===== src/hw/prs_defs.vh =====
// Purpose: constants for the protection restart sequencer
// Assumes: comparator results arrive as clean levels on CORE_CLK (40 MHz)
// Notes: timings are analog (external RC); the logic holds no counters of its own
//
// Behaviour
// - restart state turns both controllers off, then resumes start-up after delay.
// - protection shutdown turns controllers off and latches; no self restart.
// - latched shutdown cleared when both supplies fall below reset levels.
// - mains sense dip below reset level then recovery clears latched shutdown.
// - enable pin pulled low clears latched shutdown.
// - thermal hold keeps controllers off until temperature falls about 10 C.
// - overtemperature comparator above 150 C trip enters thermal hold.
// - one timer pin serves protection delay and restart delay.
// - timed error present enables 100 uA slow charge out of timer pin.
// - timer at upper threshold during delay triggers action and discharge; the code discharges only for a shutdown action, not for a restart.
// - error gone before threshold: stop charging, let resistor discharge, no action.
// - timer pin above upper threshold at any time forces protection shutdown; the code does so only in run outside a protection delay.
// - restart delay runs only in the restart state.
// - idle timer held at 0 V; restart fast-charges to upper, then releases.
// - restart ends when pin decays to 0.5 V lower threshold; then discharge.
// - output sense above 3.5 V overvoltage goes straight to latched shutdown.
// - enable pin low keeps every controller disabled while low.
// - both supplies below reset levels hold all protection logic in reset.
`ifndef PRS_DEFS_VH
`define PRS_DEFS_VH
`define PRS_NUM_SRC      4
`define PRS_SYNC_W       9
`define PRS_MAP_DEFAULT  4'b0101
`define PRS_UPPER_MV     4000
`define PRS_LOWER_MV     500
`define PRS_OVP_MV       3500
`define PRS_OTP_DEGC     150
`define PRS_OTP_HYS_DEGC 10
`define PRS_CHG_UA       100
`endif


===== src/hw/prs_sync.v =====
// Purpose: two-flop level synchroniser, one per comparator bit
// Assumes: single clock domain, async active-low reset
// Notes: first stage feeds only the second stage
module prs_sync #(
    parameter W = 9
) (
    // clock and reset
    input  wire         clk,
    input  wire         rst_n,
    // levels
    input  wire [W-1:0] d,
    output reg  [W-1:0] q
);
    reg [W-1:0] meta_q;

    // two stages per bit
    genvar i;
    generate
        for (i = 0; i < W; i = i + 1) begin : g_bit
            always @(posedge clk or negedge rst_n) begin
                if (!rst_n) begin
                    meta_q[i] <= 1'b0;
                    q[i]      <= 1'b0;
                end else begin
                    meta_q[i] <= d[i];
                    q[i]      <= meta_q[i];
                end
            end
        end
    endgenerate
endmodule // prs_sync


===== src/hw/prs_seq.v =====
// Purpose: restart / latched shutdown / thermal hold sequencer with shared RC timer
// Assumes: all inputs are comparator levels; RESETN low when both supplies are low
// Notes: timer pin is driven by slow charge, fast charge and discharge enables
// Notes: an aborted delay leaves the pin released until the lower threshold
`include "prs_defs.vh"
module prs_seq #(
    parameter [`PRS_NUM_SRC-1:0] SRC_IS_SHUTDOWN = `PRS_MAP_DEFAULT
) (
    // clock and reset
    input  wire                    CORE_CLK,
    input  wire                    RESETN,
    // comparator levels
    input  wire                    TIMER_ABOVE_UPPER,
    input  wire                    TIMER_ABOVE_LOWER,
    input  wire                    IC_SUPPLY_LOW,
    input  wire                    HV_SUPPLY_LOW,
    input  wire                    MAINS_BELOW_RESET,
    input  wire                    MAINS_ABOVE_HYS,
    input  wire                    OUTPUT_OVERVOLTAGE,
    input  wire                    OVERTEMP,
    input  wire                    OVERTEMP_CLEARED,
    input  wire                    ENABLE_PIN_HIGH,
    // protection sources
    input  wire [`PRS_NUM_SRC-1:0] TIMED_ERR,
    input  wire [`PRS_NUM_SRC-1:0] INSTANT_ERR,
    // controller enables and status
    output reg                     CTRL_ENABLE,
    output reg                     STARTUP_REQ,
    output reg                     IN_RESTART,
    output reg                     IN_SHUTDOWN,
    output reg                     IN_THERMAL,
    // timer pin drive
    output reg                     TIMER_SLOW_CHARGE,
    output reg                     TIMER_FAST_CHARGE,
    output reg                     TIMER_DISCHARGE
);
    // one-hot states
    // run covers start-up and normal operation
    localparam [4:0] ST_RUN  = 5'b00001;
    localparam [4:0] ST_RFC  = 5'b00010; // restart fast charge
    localparam [4:0] ST_RDK  = 5'b00100; // restart decay
    localparam [4:0] ST_SHD  = 5'b01000;
    localparam [4:0] ST_OTH  = 5'b10000;

    wire [`PRS_SYNC_W-1:0] raw_lv;
    wire [`PRS_SYNC_W-1:0] sy;
    wire [`PRS_NUM_SRC-1:0] tim_s;
    wire [`PRS_NUM_SRC-1:0] ins_s;

    // comparator levels all pass through synchronisers
    assign raw_lv = {
        TIMER_ABOVE_UPPER,   // bit 8
        TIMER_ABOVE_LOWER,   // bit 7
        IC_SUPPLY_LOW,       // bit 6
        HV_SUPPLY_LOW,       // bit 5
        MAINS_BELOW_RESET,   // bit 4
        MAINS_ABOVE_HYS,     // bit 3
        OUTPUT_OVERVOLTAGE,  // bit 2
        OVERTEMP,            // bit 1
        OVERTEMP_CLEARED     // bit 0
    };

    prs_sync #(.W(`PRS_SYNC_W)) u_sync_lv (
        .clk   (CORE_CLK),
        .rst_n (RESETN),
        .d     (raw_lv),
        .q     (sy)
    );

    prs_sync #(.W(2*`PRS_NUM_SRC)) u_sync_err (
        .clk   (CORE_CLK),
        .rst_n (RESETN),
        .d     ({TIMED_ERR, INSTANT_ERR}),
        .q     ({tim_s, ins_s})
    );

    // the enable pin is a level too; its own two stages
    reg en_m_q;
    reg en_s_q;
    always @(posedge CORE_CLK or negedge RESETN) begin
        if (!RESETN) begin
            en_m_q <= 1'b0;
            en_s_q <= 1'b0;
        end else begin
            en_m_q <= ENABLE_PIN_HIGH;
            en_s_q <= en_m_q;
        end
    end

    wire up_s    = sy[8];
    wire lo_s    = sy[7];
    wire sup_rst = sy[6] & sy[5];
    wire mn_low  = sy[4];
    wire mn_hys  = sy[3];
    wire ovp_s   = sy[2];
    wire otp_s   = sy[1];
    wire otp_clr = sy[0];

    // routing of sources through the mapping table
    // a set bit sends that source to latched shutdown, a clear bit to restart
    // timed sources only act once the rc delay has run out
    wire any_timed = |tim_s;
    wire tim_shd   = |(tim_s & SRC_IS_SHUTDOWN);
    wire ins_shd   = |(ins_s & SRC_IS_SHUTDOWN);
    wire ins_rst   = |(ins_s & ~SRC_IS_SHUTDOWN);

    reg  [4:0] st_q;
    reg  [4:0] st_d;
    reg        mains_dip_q;
    reg        mains_dip_d;
    reg        prot_timing;

    // timing of a protection delay happens only in run with a timed error present
    always @* begin
        prot_timing = (st_q == ST_RUN) && any_timed && en_s_q;
    end

    // state transitions; thermal hold has top priority
    // then overvoltage or instant shutdown, timer expiry, pin forced high,
    // and last an instant restart request
    always @* begin
        st_d        = st_q;
        mains_dip_d = mains_dip_q;
        case (st_q)
            ST_RUN: begin
                mains_dip_d = 1'b0;
                if (otp_s) begin
                    st_d = ST_OTH;
                end else if (ovp_s || ins_shd) begin
                    st_d = ST_SHD;
                end else if (up_s && prot_timing) begin
                    // delay elapsed: mapped action
                    st_d = tim_shd ? ST_SHD : ST_RFC;
                end else if (up_s) begin
                    st_d = ST_SHD;
                end else if (ins_rst) begin
                    st_d = ST_RFC;
                end
            end
            ST_RFC: begin
                if (otp_s) begin
                    st_d = ST_OTH;
                end else if (ovp_s) begin
                    st_d = ST_SHD;
                end else if (up_s) begin
                    st_d = ST_RDK;
                end
            end
            ST_RDK: begin
                if (otp_s) begin
                    st_d = ST_OTH;
                end else if (ovp_s) begin
                    st_d = ST_SHD;
                end else if (!lo_s) begin
                    st_d = ST_RUN;
                end
            end
            ST_SHD: begin
                if (otp_s) begin
                    st_d = ST_OTH;
                end else if (!en_s_q) begin
                    st_d = ST_RUN;
                end else if (mains_dip_q && mn_hys) begin
                    st_d = ST_RUN;
                end else if (mn_low) begin
                    mains_dip_d = 1'b1;
                end
                // otherwise latched forever
            end
            ST_OTH: begin
                // exit only when temperature is below trip minus hysteresis
                if (otp_clr && !otp_s) begin
                    st_d = ST_RUN;
                end
            end
            default: begin
                st_d = ST_RUN;
            end
        endcase
    end

    // state register; reset also covers supply collapse on the pins
    always @(posedge CORE_CLK or negedge RESETN) begin
        if (!RESETN) begin
            st_q        <= ST_RUN;
            mains_dip_q <= 1'b0;
        end else if (sup_rst) begin
            st_q        <= ST_RUN;
            mains_dip_q <= 1'b0;
        end else begin
            st_q        <= st_d;
            mains_dip_q <= mains_dip_d;
        end
    end

    // effective next state: a supply collapse overrides any transition
    wire [4:0] st_n = sup_rst ? ST_RUN : st_d;

    // aborted protection delay: pin stays released so the resistor bleeds the
    // capacitor down; a hard clamp would cut short the rc decay the timer relies on
    reg        bleed_q;
    reg        bleed_d;
    always @* begin
        // leaving run clears the flag before anything else is looked at
        bleed_d = bleed_q;
        if (st_n != ST_RUN) begin
            bleed_d = 1'b0;
        end else if (prot_timing) begin
            bleed_d = 1'b1;
        end else if (!lo_s) begin
            bleed_d = 1'b0;
        end
    end

    // bleed flag register
    always @(posedge CORE_CLK or negedge RESETN) begin
        if (!RESETN) begin
            bleed_q <= 1'b0;
        end else begin
            bleed_q <= bleed_d;
        end
    end

    // decoded next values of every output
    reg        ctl_d;
    reg        start_d;
    reg        rst_flag_d;
    reg        shd_flag_d;
    reg        oth_flag_d;
    reg        slow_d;
    reg        fast_d;
    reg        dis_d;

    // per-state output decode; the three timer drives never overlap
    always @* begin
        // defaults: controllers off, pin clamped to 0 V
        ctl_d      = 1'b0;
        start_d    = 1'b0;
        rst_flag_d = 1'b0;
        shd_flag_d = 1'b0;
        oth_flag_d = 1'b0;
        slow_d     = 1'b0;
        fast_d     = 1'b0;
        dis_d      = 1'b1;

        case (st_n)
            // run: controllers follow the enable pin
            ST_RUN: begin
                ctl_d   = en_s_q && !sup_rst;
                start_d = (st_q == ST_RDK) && !sup_rst;
                slow_d  = prot_timing && !up_s && !sup_rst;
                // released while charging or bleeding; no supply means no clamp
                dis_d   = !(any_timed || bleed_d) && !sup_rst;
            end
            // restart fast charge up to the upper threshold
            ST_RFC: begin
                rst_flag_d = 1'b1;
                fast_d     = 1'b1;
                dis_d      = 1'b0;
            end
            // restart decay through the resistor
            ST_RDK: begin
                rst_flag_d = 1'b1;
                dis_d      = 1'b0;
            end
            // latched shutdown, capacitor discharged after the action
            ST_SHD: begin
                shd_flag_d = 1'b1;
            end
            // thermal hold
            ST_OTH: begin
                oth_flag_d = 1'b1;
            end
            default: begin
                dis_d = 1'b1;
            end
        endcase
    end

    // output registers, loaded from the decode of the next state
    always @(posedge CORE_CLK or negedge RESETN) begin
        if (!RESETN) begin
            // pin clamped low while in reset
            CTRL_ENABLE       <= 1'b0;
            STARTUP_REQ       <= 1'b0;
            IN_RESTART        <= 1'b0;
            IN_SHUTDOWN       <= 1'b0;
            IN_THERMAL        <= 1'b0;
            TIMER_SLOW_CHARGE <= 1'b0;
            TIMER_FAST_CHARGE <= 1'b0;
            TIMER_DISCHARGE   <= 1'b1;
        end else begin
            // controller enable and status flags
            CTRL_ENABLE       <= ctl_d;
            STARTUP_REQ       <= start_d;
            IN_RESTART        <= rst_flag_d;
            IN_SHUTDOWN       <= shd_flag_d;
            IN_THERMAL        <= oth_flag_d;
            // timer pin drive
            TIMER_SLOW_CHARGE <= slow_d;
            TIMER_FAST_CHARGE <= fast_d;
            TIMER_DISCHARGE   <= dis_d;
        end
    end
endmodule // prs_seq


===== config.mk =====
export PLATFORM = sky130hd
export DESIGN_NAME = prs_seq
export DESIGN_NICKNAME = d
export VERILOG_FILES = /design/src/hw/prs_sync.v /design/src/hw/prs_seq.v
export VERILOG_INCLUDE_DIRS = /design/src /design/src/hw
export SDC_FILE = /design/constraint.sdc
export NUM_CORES = 1
export LEC_CHECK = 0
export BUFFER_PORTS_ARGS = -buffer_cell sky130_fd_sc_hd__buf_2
export CORE_UTILIZATION = 54
export CTS_CLUSTER_DIAMETER = 200
export DETAILED_ROUTE_END_ITERATION = 16
export GPL_TIMING_DRIVEN = 1
export PLACE_DENSITY = 0.76
export RECOVER_POWER = 50
export SLEW_MARGIN = 20
export SYNTH_ARGS = -nofsm -noshare
export SYNTH_HDL_FRONTEND = slang
export SYNTH_SLANG_ARGS = --single-unit

===== constraint.sdc =====
create_clock -name CORE_CLK -period 2.7 [get_ports CORE_CLK]
set_input_delay 0.54 -clock CORE_CLK [delete_from_list [all_inputs] [get_ports CORE_CLK]]
set_output_delay 0.54 -clock CORE_CLK [all_outputs]
set_load 0.1 [all_outputs]

# == After elaboration in Yosys (flattened, before gate mapping) ==
# Cells that the tools add are included.
# Widths: inputs -> output; s select.
# word_totals
regBits,51
input_bits,20
out_inout_bits,8
# classes
n_eq_ne,15
reduce_logical,23
mux,35
n_bitwise,1
# op_table
operator,n
$mux 5,16
$pmux 5 s5,1
$mux 1,15
$eq 5x1->1 const B,2
$eq 5x2->1 const B,2
$eq 5x3->1 const B,2
$eq 5x4->1 const B,2
$eq 5x5->1 const B,2
$logic_and 1x1->1,10
$ne 3x3->1 const B,3
$reduce_or 2->1,4
$ne 5x1->1 const B,1
$reduce_and 5->1,1
$logic_not 1->1,4
$mux 4,1
$pmux 1 s2,2
$reduce_or 4->1,1
$ne 3x2->1 const B,1
$reduce_bool 3->1,1
$logic_or 1x1->1,2
$and 1x1->1,1

# == Logic depth before layout (Yosys ltp) ==
# Gate-level depths: netlist of run 1.
# depth
word_depth,15
ltp_mapped,7

# == By module ==
# A second synthesis of run 1 with hierarchy kept.
# hier_totals
cells_unflattened,124
area_unflattened_um2,1759.2
# by_module_without_submodules
mod,area_each_um2,cells_each,instances
prs_seq,908.4,90,1
prs_sync at u_sync_lv,450.4,18,1
prs_sync at u_sync_err,400.4,16,1

# == Least setup slack after synthesis of run 1 ==
# Ideal clock, no wire load.
# synth_path
kind,flip-flop to flip-flop
from,register st_q[0]
to,register TIMER_DISCHARGE
path_stages_with_launch,7
slack_ns,0.718
setup_time_ns,0.101
path_buffers,1
synth_period_minus_slack_ns,1.982
arrival_ns,1.881
path_cell_list,dfstp_2 -> buf_4 -> or4b_1 -> or2_4 -> o21a_1 -> a211oi_2 -> o22ai_1
# synth_via
elab_chain_len,15
word_cells_on_any_way,36
classes_between,eq/ne (9); mux (20); reduce/logical (7)
# synth_rtl
element,line_no,source
from (decl),prs_seq.v:107,reg [4:0] st_q;
from (signal assigned),prs_seq.v:191,st_q <= st_d;
$eq 5x1->1,"prs_seq.v:115, prs_seq.v:124",
$logic_and 1x1->1 (2 in series),prs_seq.v:115,prot_timing = (st_q == ST_RUN) && any_timed && en_s_q;
$logic_and 1x1->1,prs_seq.v:131,end else if (up_s && prot_timing) begin
$mux 5,prs_seq.v:131,
$mux 5,prs_seq.v:129,end else if (ovp_s || ins_shd) begin
$mux 5,prs_seq.v:127,if (otp_s) begin
$pmux 5 s5 (*),prs_seq.v:124,case (st_q)
$mux 5 (*),prs_seq.v:197,wire [4:0] st_n = sup_rst ? ST_RUN : st_d;
via st_n[2],prs_seq.v:197,
$ne 5x1->1,prs_seq.v:206,if (st_n != ST_RUN) begin
$mux 1,prs_seq.v:206,
$logic_or 1x1->1,prs_seq.v:253,dis_d = !(any_timed || bleed_d) && !sup_rst;
$logic_not 1->1,prs_seq.v:253,
$logic_and 1x1->1,prs_seq.v:253,
$pmux 1 s2 (*),prs_seq.v:246,case (st_n)
via dis_d,prs_seq.v:232,reg dis_d;
to (signal assigned),prs_seq.v:302,TIMER_DISCHARGE <= dis_d;
to (decl),prs_seq.v:35,output reg TIMER_DISCHARGE
# The timed path passes the listed nets; every way through them passes the cells marked *.
# A chain may end at the register's enable or synchronous reset.

# == Worst setup path in the final report of run 1 ==
# Same ends and word-level chain as after synthesis.

==> impl_metrics.toml, run 1 <==
[finish]
multi_input_area_um2 = 467
nets = 184
seq_area_um2 = 1280
fin_area_um2 = 2040
nFillCells = 249
drive_above_1_share = 0.261
n_antenna_cell = 0
area_growth_pct = 13.0

[pwr]
p_per_area_nw_per_um2 = 924
p_leak_nw = 0.936
ir_worst_vdd_mv = 0.550

[yosys]
synth_area_leaders = "dfrtp_1, nor2_1, dfstp_2"
ys.flop_type = "dfrtp_1"
synth_seq_cells = 51
synth_top_area_frac = 0.680
syn-instance-count = 135
yosysMostFrequentCell = "dfrtp_1"
yosys-top-cells-count = "dfrtp_1, nor2_1, nand2_1, nor3_1"
synth_seq_area_share = 0.709
async_reset_ff_frac = 1.00
syn_nets = 155
synth_area_um2 = 1800
yosys_warnings = 0
ys_types = 41
synth_area_leader_cell = "dfrtp_1"
postSynthAreaPerCell_um2 = 13.4
synth-edff-count = 0

[detailed_routing]
finalWirelength_um = 2990
wire_per_inst_um = 14.3
drt_first_pass_iters = 4
postRouteAntennaNets = 0
via_per_inst = 5.41
first_iter_violations = 28
dr_total_vias = 1130
drcViolationCount = 0

[global_route]
grt_pass1_vias = 1083
grt_pass1_wl_um = 4900
grt_usage = 0.197
grt_overflow = 0
grt_max_degree = 34
antenna_found_initial = 0

[cts]
cts_tree = "done"
path_clk_slew_ps = 140
clock-sinks = 51
cts_root_buf = "clkbuf_4"
hold_buffers = 0
numCtsBuffers = 5
cts_resized = 0
htreeDepth = 2
cts_setup_buffers = 0
clock_latency_ps = 360
cts.path.max_buffers = 2

[placed_design]
dpl.hpwl_um = 2150
place_congestion = 0.847
portBuffers = 27
placed_area_um2 = 1950

[die]
pin_count = 28
core_area_um2 = 3100
start_util = 0.581
dieArea_um2 = 3570
die_w_um = 59.8
rows = 20
die_h_um = 59.8

[timing]
rsz0062_at_grt = "no"
period_minus_slack_ps = 2110
slew_violations = 0
finClkSkew_ps = 11.1
hold_viol = 0
slew_headroom = 0.336
period_share = 0.782
worst_pin_slew_ps = 996
max_freq_ghz = 0.474
fin_setup_tns_ps = 0
setup_viol = 0

[worst_setup_path]
cp_max_fo = 8
cp_num_buf_inv = 0
crit_path_cell_trace = "or4b_1 -> or2_4 -> o21a_1 -> a211oi_2 -> o22ai_1"
worstSetupEndpointType = "flip-flop"
worst_r2r_path_depth = 5
critical_path_class = "reg2reg"
r2r_end = "TIMER_DISCHARGE$_DFF_PN1_"
arrival_ps = 2370
cp_slowest_cell = "dfstp_2"
path_delay_family = "simple AND/OR/NAND/NOR gates"
rrSetupSlack_ps = 590
cp_data_required_time_ps = 2960
start_kind = "flip-flop"
worstReg2RegStart = "st_q[0]$_DFF_PN1_"
cpPeakStageDelay_ps = 650

[hold_path]
min_path_cells = 1
hold_end = "u_sync_lv.meta_q[1]$_DFF_PN0_"
holdCritStartpoint = "OVERTEMP"
hold_path.class = "in2reg"

[run]
maxCapViolations = 0

[outcome]
status = "finished clean"
metrics by stage:
| step | util | setup slack, ps | total power [mW] | hold slack (ps) | cells |
|---|---|---|---|---|---|
| 3_3_place_gp | 0.630 | 665 | 1.46 | 332 | 201 |
| 2_1_floorplan | - | 718 | 1.39 | 244 | 135 |
| 5_1_grt | 0.656 | 403 | 1.98 | 237 | 209 |
| 3_5_place_dp | 0.630 | 615 | 1.47 | 336 | 201 |
| 4_1_cts | 0.658 | 576 | 1.90 | 82.3 | 209 |
| 6_report | 0.656 | 588 | 1.88 | 275 | 209 |
worst max-delay path by stage:
stage	from	to	slack (ps)	cells past startpoint
2_1_floorplan	st_q[0]$_DFF_PN1_	TIMER_DISCHARGE$_DFF_PN1_	720	6
3_3_place_gp	st_q[0]$_DFF_PN1_	TIMER_DISCHARGE$_DFF_PN1_	670	5
3_5_place_dp	st_q[0]$_DFF_PN1_	TIMER_DISCHARGE$_DFF_PN1_	610	5
4_1_cts	st_q[0]$_DFF_PN1_	TIMER_DISCHARGE$_DFF_PN1_	580	5
5_1_grt	st_q[1]$_DFF_PN0_	TIMER_DISCHARGE$_DFF_PN1_	400	5
6_report	st_q[0]$_DFF_PN1_	TIMER_DISCHARGE$_DFF_PN1_	590	5
worst register-to-register path: cells and delay by family (launching register included):
kind	cells	cell delay, ps
AND/OR/NAND/NOR	2	750
flip-flops	1	650
AO/OA/AOI/OAI	3	620
cell usage in the layout (no fill, tap or decap), types with 2 or more instances in the layout:
cell / instances
o21ai_0: 2
buf_2: 26
inv_1: 3
nand3_1: 3
o22ai_1: 2
nor4_1: 3
clkbuf_4: 5
a21oi_1: 3
nor2_1: 15
nand2_1: 7
xor2_1: 2
nand4_1: 3
a31oi_1: 2
nor3_1: 7
a21boi_0: 3
dfrtp_1: 49
or3_1: 2
dfstp_2: 2
layout make-up:
class / instances / share of cell area
sequential: 51 / 0.628
multi-input combinational: 75 / 0.229
timing repair buffer: 28 / 0.0682
tap: 44 / 0.0270
clock buffer: 6 / 0.0252
clock inverter: 2 / 0.0172
inverter: 3 / 0.00553
power breakdown:
| part | leakage (nW) | switching, mW | total (mW) | internal [mW] |
|---|---|---|---|---|
| clock network | 0.0482 | 0.216 | 0.434 | 0.219 |
| registers | 0.618 | 0.0713 | 0.924 | 0.853 |
| logic | 0.270 | 0.375 | 0.525 | 0.150 |
| total | 0.936 | 0.662 | 1.88 | 1.22 |
flip-flops by register name, indices dropped and copies added, names as in the netlist:
| signal | flops |
|---|---|
| IN_RESTART | 1 |
| mains_dip_q | 1 |
| u_sync_err.meta_q | 8 |
| STARTUP_REQ | 1 |
| st_q | 5 |
| en_m_q | 1 |
| IN_SHUTDOWN | 1 |
| TIMER_SLOW_CHARGE | 1 |
| u_sync_err.q | 8 |
| TIMER_FAST_CHARGE | 1 |
| TIMER_DISCHARGE | 1 |
| IN_THERMAL | 1 |
| u_sync_lv.q | 9 |
| CTRL_ENABLE | 1 |
| bleed_q | 1 |
| u_sync_lv.meta_q | 9 |
| en_s_q | 1 |
cell families after synthesis:
family | after synthesis | synth area share
compound gates | 24 | 0.103
xor+xnor | 2 | 0.00972
buf+inv | 9 | 0.0319
flops | 51 | 0.709
mux | 1 | 0.00555
simple gates | 48 | 0.141
layer usage:
metal / vias up / part of all wire / track usage
met2: 35 / 0.48 / 0.290
met4: 0 / 0.017 / 0.0897
met1: 550 / 0.46 / 0.271
met3: 7 / 0.042 / 0.0584
li1: 538 / - / -
met5: - / 0 / 0
Power figures use the tool's default switching activity.
==> inputs of run 2 (changes only) <==
CORE_UTILIZATION = 49   (was 54)
PLACE_DENSITY = 0.73   (was 0.76)
clock period = 1.8 ns   (was 2.7 ns; I/O delays follow)
==> run 2 against run 1 <==
The flow now finishes with violations (setup timing). Combinational power is 110% higher. Largest cell class unchanged. Non-clock buffer count is 24 higher. Utilization is 0.62 points higher. Flip-flop and latch count stayed put. Largest power group unchanged. Setup slack worse by 760 ps. Critical path type unchanged. Cell area is 12% higher. Power is 65% higher. Sequential share of layout area is 6.6 points lower. First-iteration DRC count grew to 3.2 times the previous value. Clock power is 44% higher. Wire length is 19% higher.
==> impl_metrics.toml, run 2 (same netlist as run 1, synthesis figures left out) <==
[detailed_routing]
drcViolationCount = 0
drt_first_pass_iters = 4
dr_total_vias = 1272
first_iter_violations = 89
wire_per_inst_um = 15.1
via_per_inst = 5.41
postRouteAntennaNets = 0
finalWirelength_um = 3540

[die]
pin_count = 28
core_area_um2 = 3440
rows = 21
die_h_um = 62.7
dieArea_um2 = 3930
start_util = 0.524
die_w_um = 62.7

[placed_design]
dp_cells = 224
dpl.hpwl_um = 2500
portBuffers = 27
place_congestion = 0.896

[finish]
layout_commonest_cell = "dfrtp_1"
drive_above_1_share = 0.402
instances_no_fill = 235
nets = 208
area_growth_pct = 26.5
largest_registers = "u_sync_lv.meta_q x9, u_sync_lv.q x9"
n_antenna_cell = 0
layout_common_cells = "dfrtp_1, buf_2, buf_4"

[timing]
finClkSkew_ps = 3.28
rsz0062_at_grt = "yes"
max_freq_ghz = 0.508
hold_viol = 0
slew_headroom = 0.244
final.setup.worst_slack_ps = -170
period_minus_slack_ps = 1970
period_share = 1.09
setup_viol = 8
fin_setup_tns_ps = -866
slew_violations = 0
worst_pin_slew_ps = 1130

[outcome]
status = "complete, but fails checks"
violations = "setup timing"

[pwr]
ir_worst_vdd_mv = 0.955
p_per_area_nw_per_um2 = 1360
p_leak_nw = 1.06

[hold_path]
min_path_cells = 1
hold_path.class = "in2reg"

[worst_setup_path]
cp_slowest_cell = "or4b_4"
start_kind = "flip-flop"
cp_max_fo = 5
arrival_ps = 2180
cp_num_buf_inv = 0
critical_path_class = "reg2reg"
worstSetupEndpointType = "flip-flop"
crit_path_cell_trace = "or4b_4 -> or2_4 -> o21a_1 -> a211oi_2 -> o22ai_1"
path_delay_family = "simple AND/OR/NAND/NOR gates"
cp_data_required_time_ps = 2010
cp.depth = 5
cpPeakStageDelay_ps = 570
worst_r2r_path_depth = 5

[global_route]
grt_overflow = 0
grt_max_degree = 33
grt_pass1_wl_um = 5720
grt_pass1_vias = 1230
grt_usage = 0.199
antenna_found_initial = 0

[cts]
cts.path.max_buffers = 2
clock-sinks = 51
cts_tree = "done"
cts_root_buf = "clkbuf_8"
path_clk_slew_ps = 90
htreeDepth = 2
clock_latency_ps = 300
numCtsBuffers = 5

[run]
maxCapViolations = 0
## run 2: cell types whose count changed in the layout (fill, tap and decap cells not counted), sizes merged
cell	delta
buf	+25
bufinv	-1
clkbuf	-1
clkinvlp	+1
## run 2: cell type report
cell class                      count  area (µm²)
Inverter                            3        11.3
Clock buffer                        6        72.6
Clock inverter                      2        12.5
Multi-Input combinational cell     75         512
Sequential cell                    51        1280
Tap cell                           46        57.6
Timing Repair Buffer               52         334
Fill cell                         260        1160
## run 2: repair_timing
item | in CTS | in global routing
gates resized for setup | 3 | 6
hold endpoints to repair | 0 | 0
pin swaps | 1 | 3
setup endpoints to repair | 11 | 12
buffers inserted | 2 | 1
hold buffers | 0 | 0
## run 2: final timing paths
kind	from	to	slack, ps
worst max-delay path	st_q[3]$_DFF_PN0_	TIMER_DISCHARGE$_DFF_PN1_	-170
worst min-delay path	INSTANT_ERR[0]	u_sync_err.meta_q[0]$_DFF_PN0_	160
worst max register to register	st_q[3]$_DFF_PN0_	TIMER_DISCHARGE$_DFF_PN1_	-170
worst min register to register	u_sync_err.meta_q[1]$_DFF_PN0_	u_sync_err.q[1]$_DFF_PN0_	350
max in group asynchronous	RESETN	st_q[0]$_DFF_PN1_	750
min in group asynchronous	RESETN	STARTUP_REQ$_DFF_PN0_	250
## run 2: worst reg2reg max path, delay by kind of cell, from the launching register on
kind | cells | cell delay [ps]
flip-flops | 1 | 460
AO/OA/AOI/OAI | 3 | 580
AND/OR/NAND/NOR | 2 | 840
## run 2: per-stage QoR
step	utilization	hold WS, ps	instance area [µm²]	power (mW)	setup WS [ps]
after floorplan	-	64.4	1810	2.11	-119
after global placement	0.619	332	2130	2.42	-126
after detailed placement	0.619	335	2130	2.44	-203
after CTS	0.652	17.2	2240	3.10	-155
after global routing	0.663	141	2280	3.25	-228
final	0.663	156	2280	3.11	-170
## run 2: power by group
part	total [mW]	internal (mW)	switching [mW]
Clock	0.624	0.272	0.353
Sequential	1.36	1.28	0.0811
Combinational	1.12	0.449	0.675
Total	3.11	2.00	1.11
## run 2: routing by layer
metal	global-route usage	wire (µm)	vias up
met5	0	0	-
met1	0.239	1440	630
li1	-	-	582
met4	0.110	122	0
met2	0.326	1790	48
met3	0.0511	180	12
==> inputs of run 3 (changes only) <==
PLACE_DENSITY = not set   (was 0.73)
PLACE_DENSITY_LB_ADDON = 0.25   (was not set)
==> run 3 against run 2 <==
Wire length decreased by 10%. The flow still finishes with violations (setup timing). Clock skew rose by 3.6 ps. Power up 1.4%. Non-clock buffer count decreased by 5. Critical path depth stayed put. Combinational power barely moved. Clock power up 9.8%. Sequential share of layout area shrank 0.13 points. First-iteration DRC count increased by 11%. Maximum frequency grew 3.2%. Largest cell class unchanged. Die area did not move. Hold slack better by 8.6 ps.
==> impl_metrics.toml, run 3 (same netlist as run 1, synthesis figures left out) <==
[outcome]
status = "complete, but fails checks"
violations = "setup timing"

[pwr]
pwr-share-seq = 0.427
p_clk_frac = 0.217
ir_worst_vdd_mv = 0.709
intPower_mw = 2.07
p_sw_mw = 1.08
total_power_mw = 3.15
p_per_area_nw_per_um2 = 1380
p_leak_nw = 1.06
switching_share = 0.344
comb_power_share = 0.356

[finish]
seq_area_um2 = 1280
multi_input_area_um2 = 532
layout_common_cells = "dfrtp_1, buf_2, buf_4"
layout_commonest_cell = "dfrtp_1"
nets = 203
n_antenna_cell = 0
area_growth_pct = 26.9
drive_above_1_share = 0.397
nFillCells = 271
fin_area_um2 = 2290
largest_registers = "u_sync_lv.meta_q x9, u_sync_lv.q x9"

[detailed_routing]
via_per_inst = 5.15
drcViolationCount = 0
dr_total_vias = 1184
postRouteAntennaNets = 0
drt_first_pass_iters = 4
first_iter_violations = 99
finalWirelength_um = 3180
wire_per_inst_um = 13.8

[cts]
hold_buffers = 0
path_clk_slew_ps = 80
cts_tree = "done"
clock_latency_ps = 300
clock-sinks = 51
cts_root_buf = "clkbuf_8"
cts.path.max_buffers = 2
numCtsBuffers = 5
htreeDepth = 2

[timing]
rsz0062_at_grt = "yes"
period_minus_slack_ps = 1910
hold_viol = 0
final.setup.worst_slack_ps = -109
worst_pin_slew_ps = 1220
period_share = 1.06
setup_viol = 8
slew_headroom = 0.188
hold_ws_ps = 165
slew_violations = 0
fin_setup_tns_ps = -521
finClkSkew_ps = 6.86
max_freq_ghz = 0.524

[global_route]
busiest_layer = "met2"
grt_usage = 0.191
grtUsageMet1 = 0.247
grt_overflow = 0
grt_pass1_vias = 1218
grt_util_met2 = 0.289
grt_pass1_wl_um = 5550
antenna_found_initial = 0
grt_max_degree = 31
grt_util_met3 = 0.0657

[worst_setup_path]
worstSetupEndpointType = "flip-flop"
arrival_ps = 2130
cp.depth = 5
cp_slowest_cell = "dfstp_2"
start_kind = "flip-flop"
cp_num_buf_inv = 0
cp_data_required_time_ps = 2020
crit_path_cell_trace = "or4b_4 -> or2_4 -> o21a_1 -> a211oi_2 -> o22ai_1"
cpPeakStageDelay_ps = 550
path_delay_family = "simple AND/OR/NAND/NOR gates"
cp_max_fo = 4
critical_path_class = "reg2reg"
worst_r2r_path_depth = 5

[placed_design]
place_congestion = 0.870
dpl.hpwl_um = 2360
portBuffers = 27
placed_area_um2 = 2090

[die]
die_h_um = 62.7
dieArea_um2 = 3930
pin_count = 28
start_util = 0.524
core_area_um2 = 3440
die_w_um = 62.7
rows = 21

[run]
maxCapViolations = 0

[hold_path]
min_path_cells = 1
hold_path.class = "in2reg"
run 3: timing repair:
| action | 4_1_cts | 5_1_grt |
|---|---|---|
| pin swaps | 1 | 1 |
| setup endpoints to repair | 10 | 11 |
| buffers inserted | 0 | 3 |
| gates resized for setup | 5 | 10 |
run 3: area by class of cell:
cell class / count / area share
Multi-Input combinational cell: 75 / 0.232
Tap cell: 46 / 0.0252
Inverter: 3 / 0.00492
Clock buffer: 7 / 0.0421
Timing Repair Buffer: 47 / 0.132
Sequential cell: 51 / 0.560
Clock inverter: 1 / 0.00328
run 3: final timing paths:
kind	startpoint	end	slack (ps)
worst max-delay path	st_q[0]$_DFF_PN1_	TIMER_DISCHARGE$_DFF_PN1_	-110
worst min-delay path	INSTANT_ERR[2]	u_sync_err.meta_q[2]$_DFF_PN0_	160
worst max register to register	st_q[0]$_DFF_PN1_	TIMER_DISCHARGE$_DFF_PN1_	-110
worst min register to register	u_sync_err.meta_q[4]$_DFF_PN0_	u_sync_err.q[4]$_DFF_PN0_	350
max in group asynchronous	RESETN	st_q[0]$_DFF_PN1_	700
min in group asynchronous	RESETN	STARTUP_REQ$_DFF_PN0_	290
run 3: power by group through the flow:
stage,sequential (mW),combinational [mW],clock (mW)
finish,1.35,1.12,0.685
global route,1.36,1.19,0.762
CTS,1.35,1.02,0.705
detailed placement,1.37,0.993,0
global placement,1.37,0.992,0
floorplan,1.63,0.483,0
run 3: per-stage QoR:
| step | utilization | instances | worst slack, ps |
|---|---|---|---|
| after global routing | 0.665 | 230 | -201 |
| final | 0.665 | 230 | -109 |
| after floorplan | - | 135 | -119 |
| after CTS | 0.642 | 227 | -106 |
| after global placement | 0.608 | 219 | -130 |
| after detailed placement | 0.608 | 219 | -132 |
run 3: metal layers:
layer | vias up | share of wire
met5 | - | 0
met4 | 0 | 0.020
met3 | 7 | 0.063
met2 | 43 | 0.49
met1 | 563 | 0.43
li1 | 571 | -
run 3: worst reg2reg max path, stage by stage (launching register included):
cell      delay, ps
dfstp_2         550
or4b_4          470
or2_4           280
o21a_1          200
a211oi_2        230
o22ai_1         110
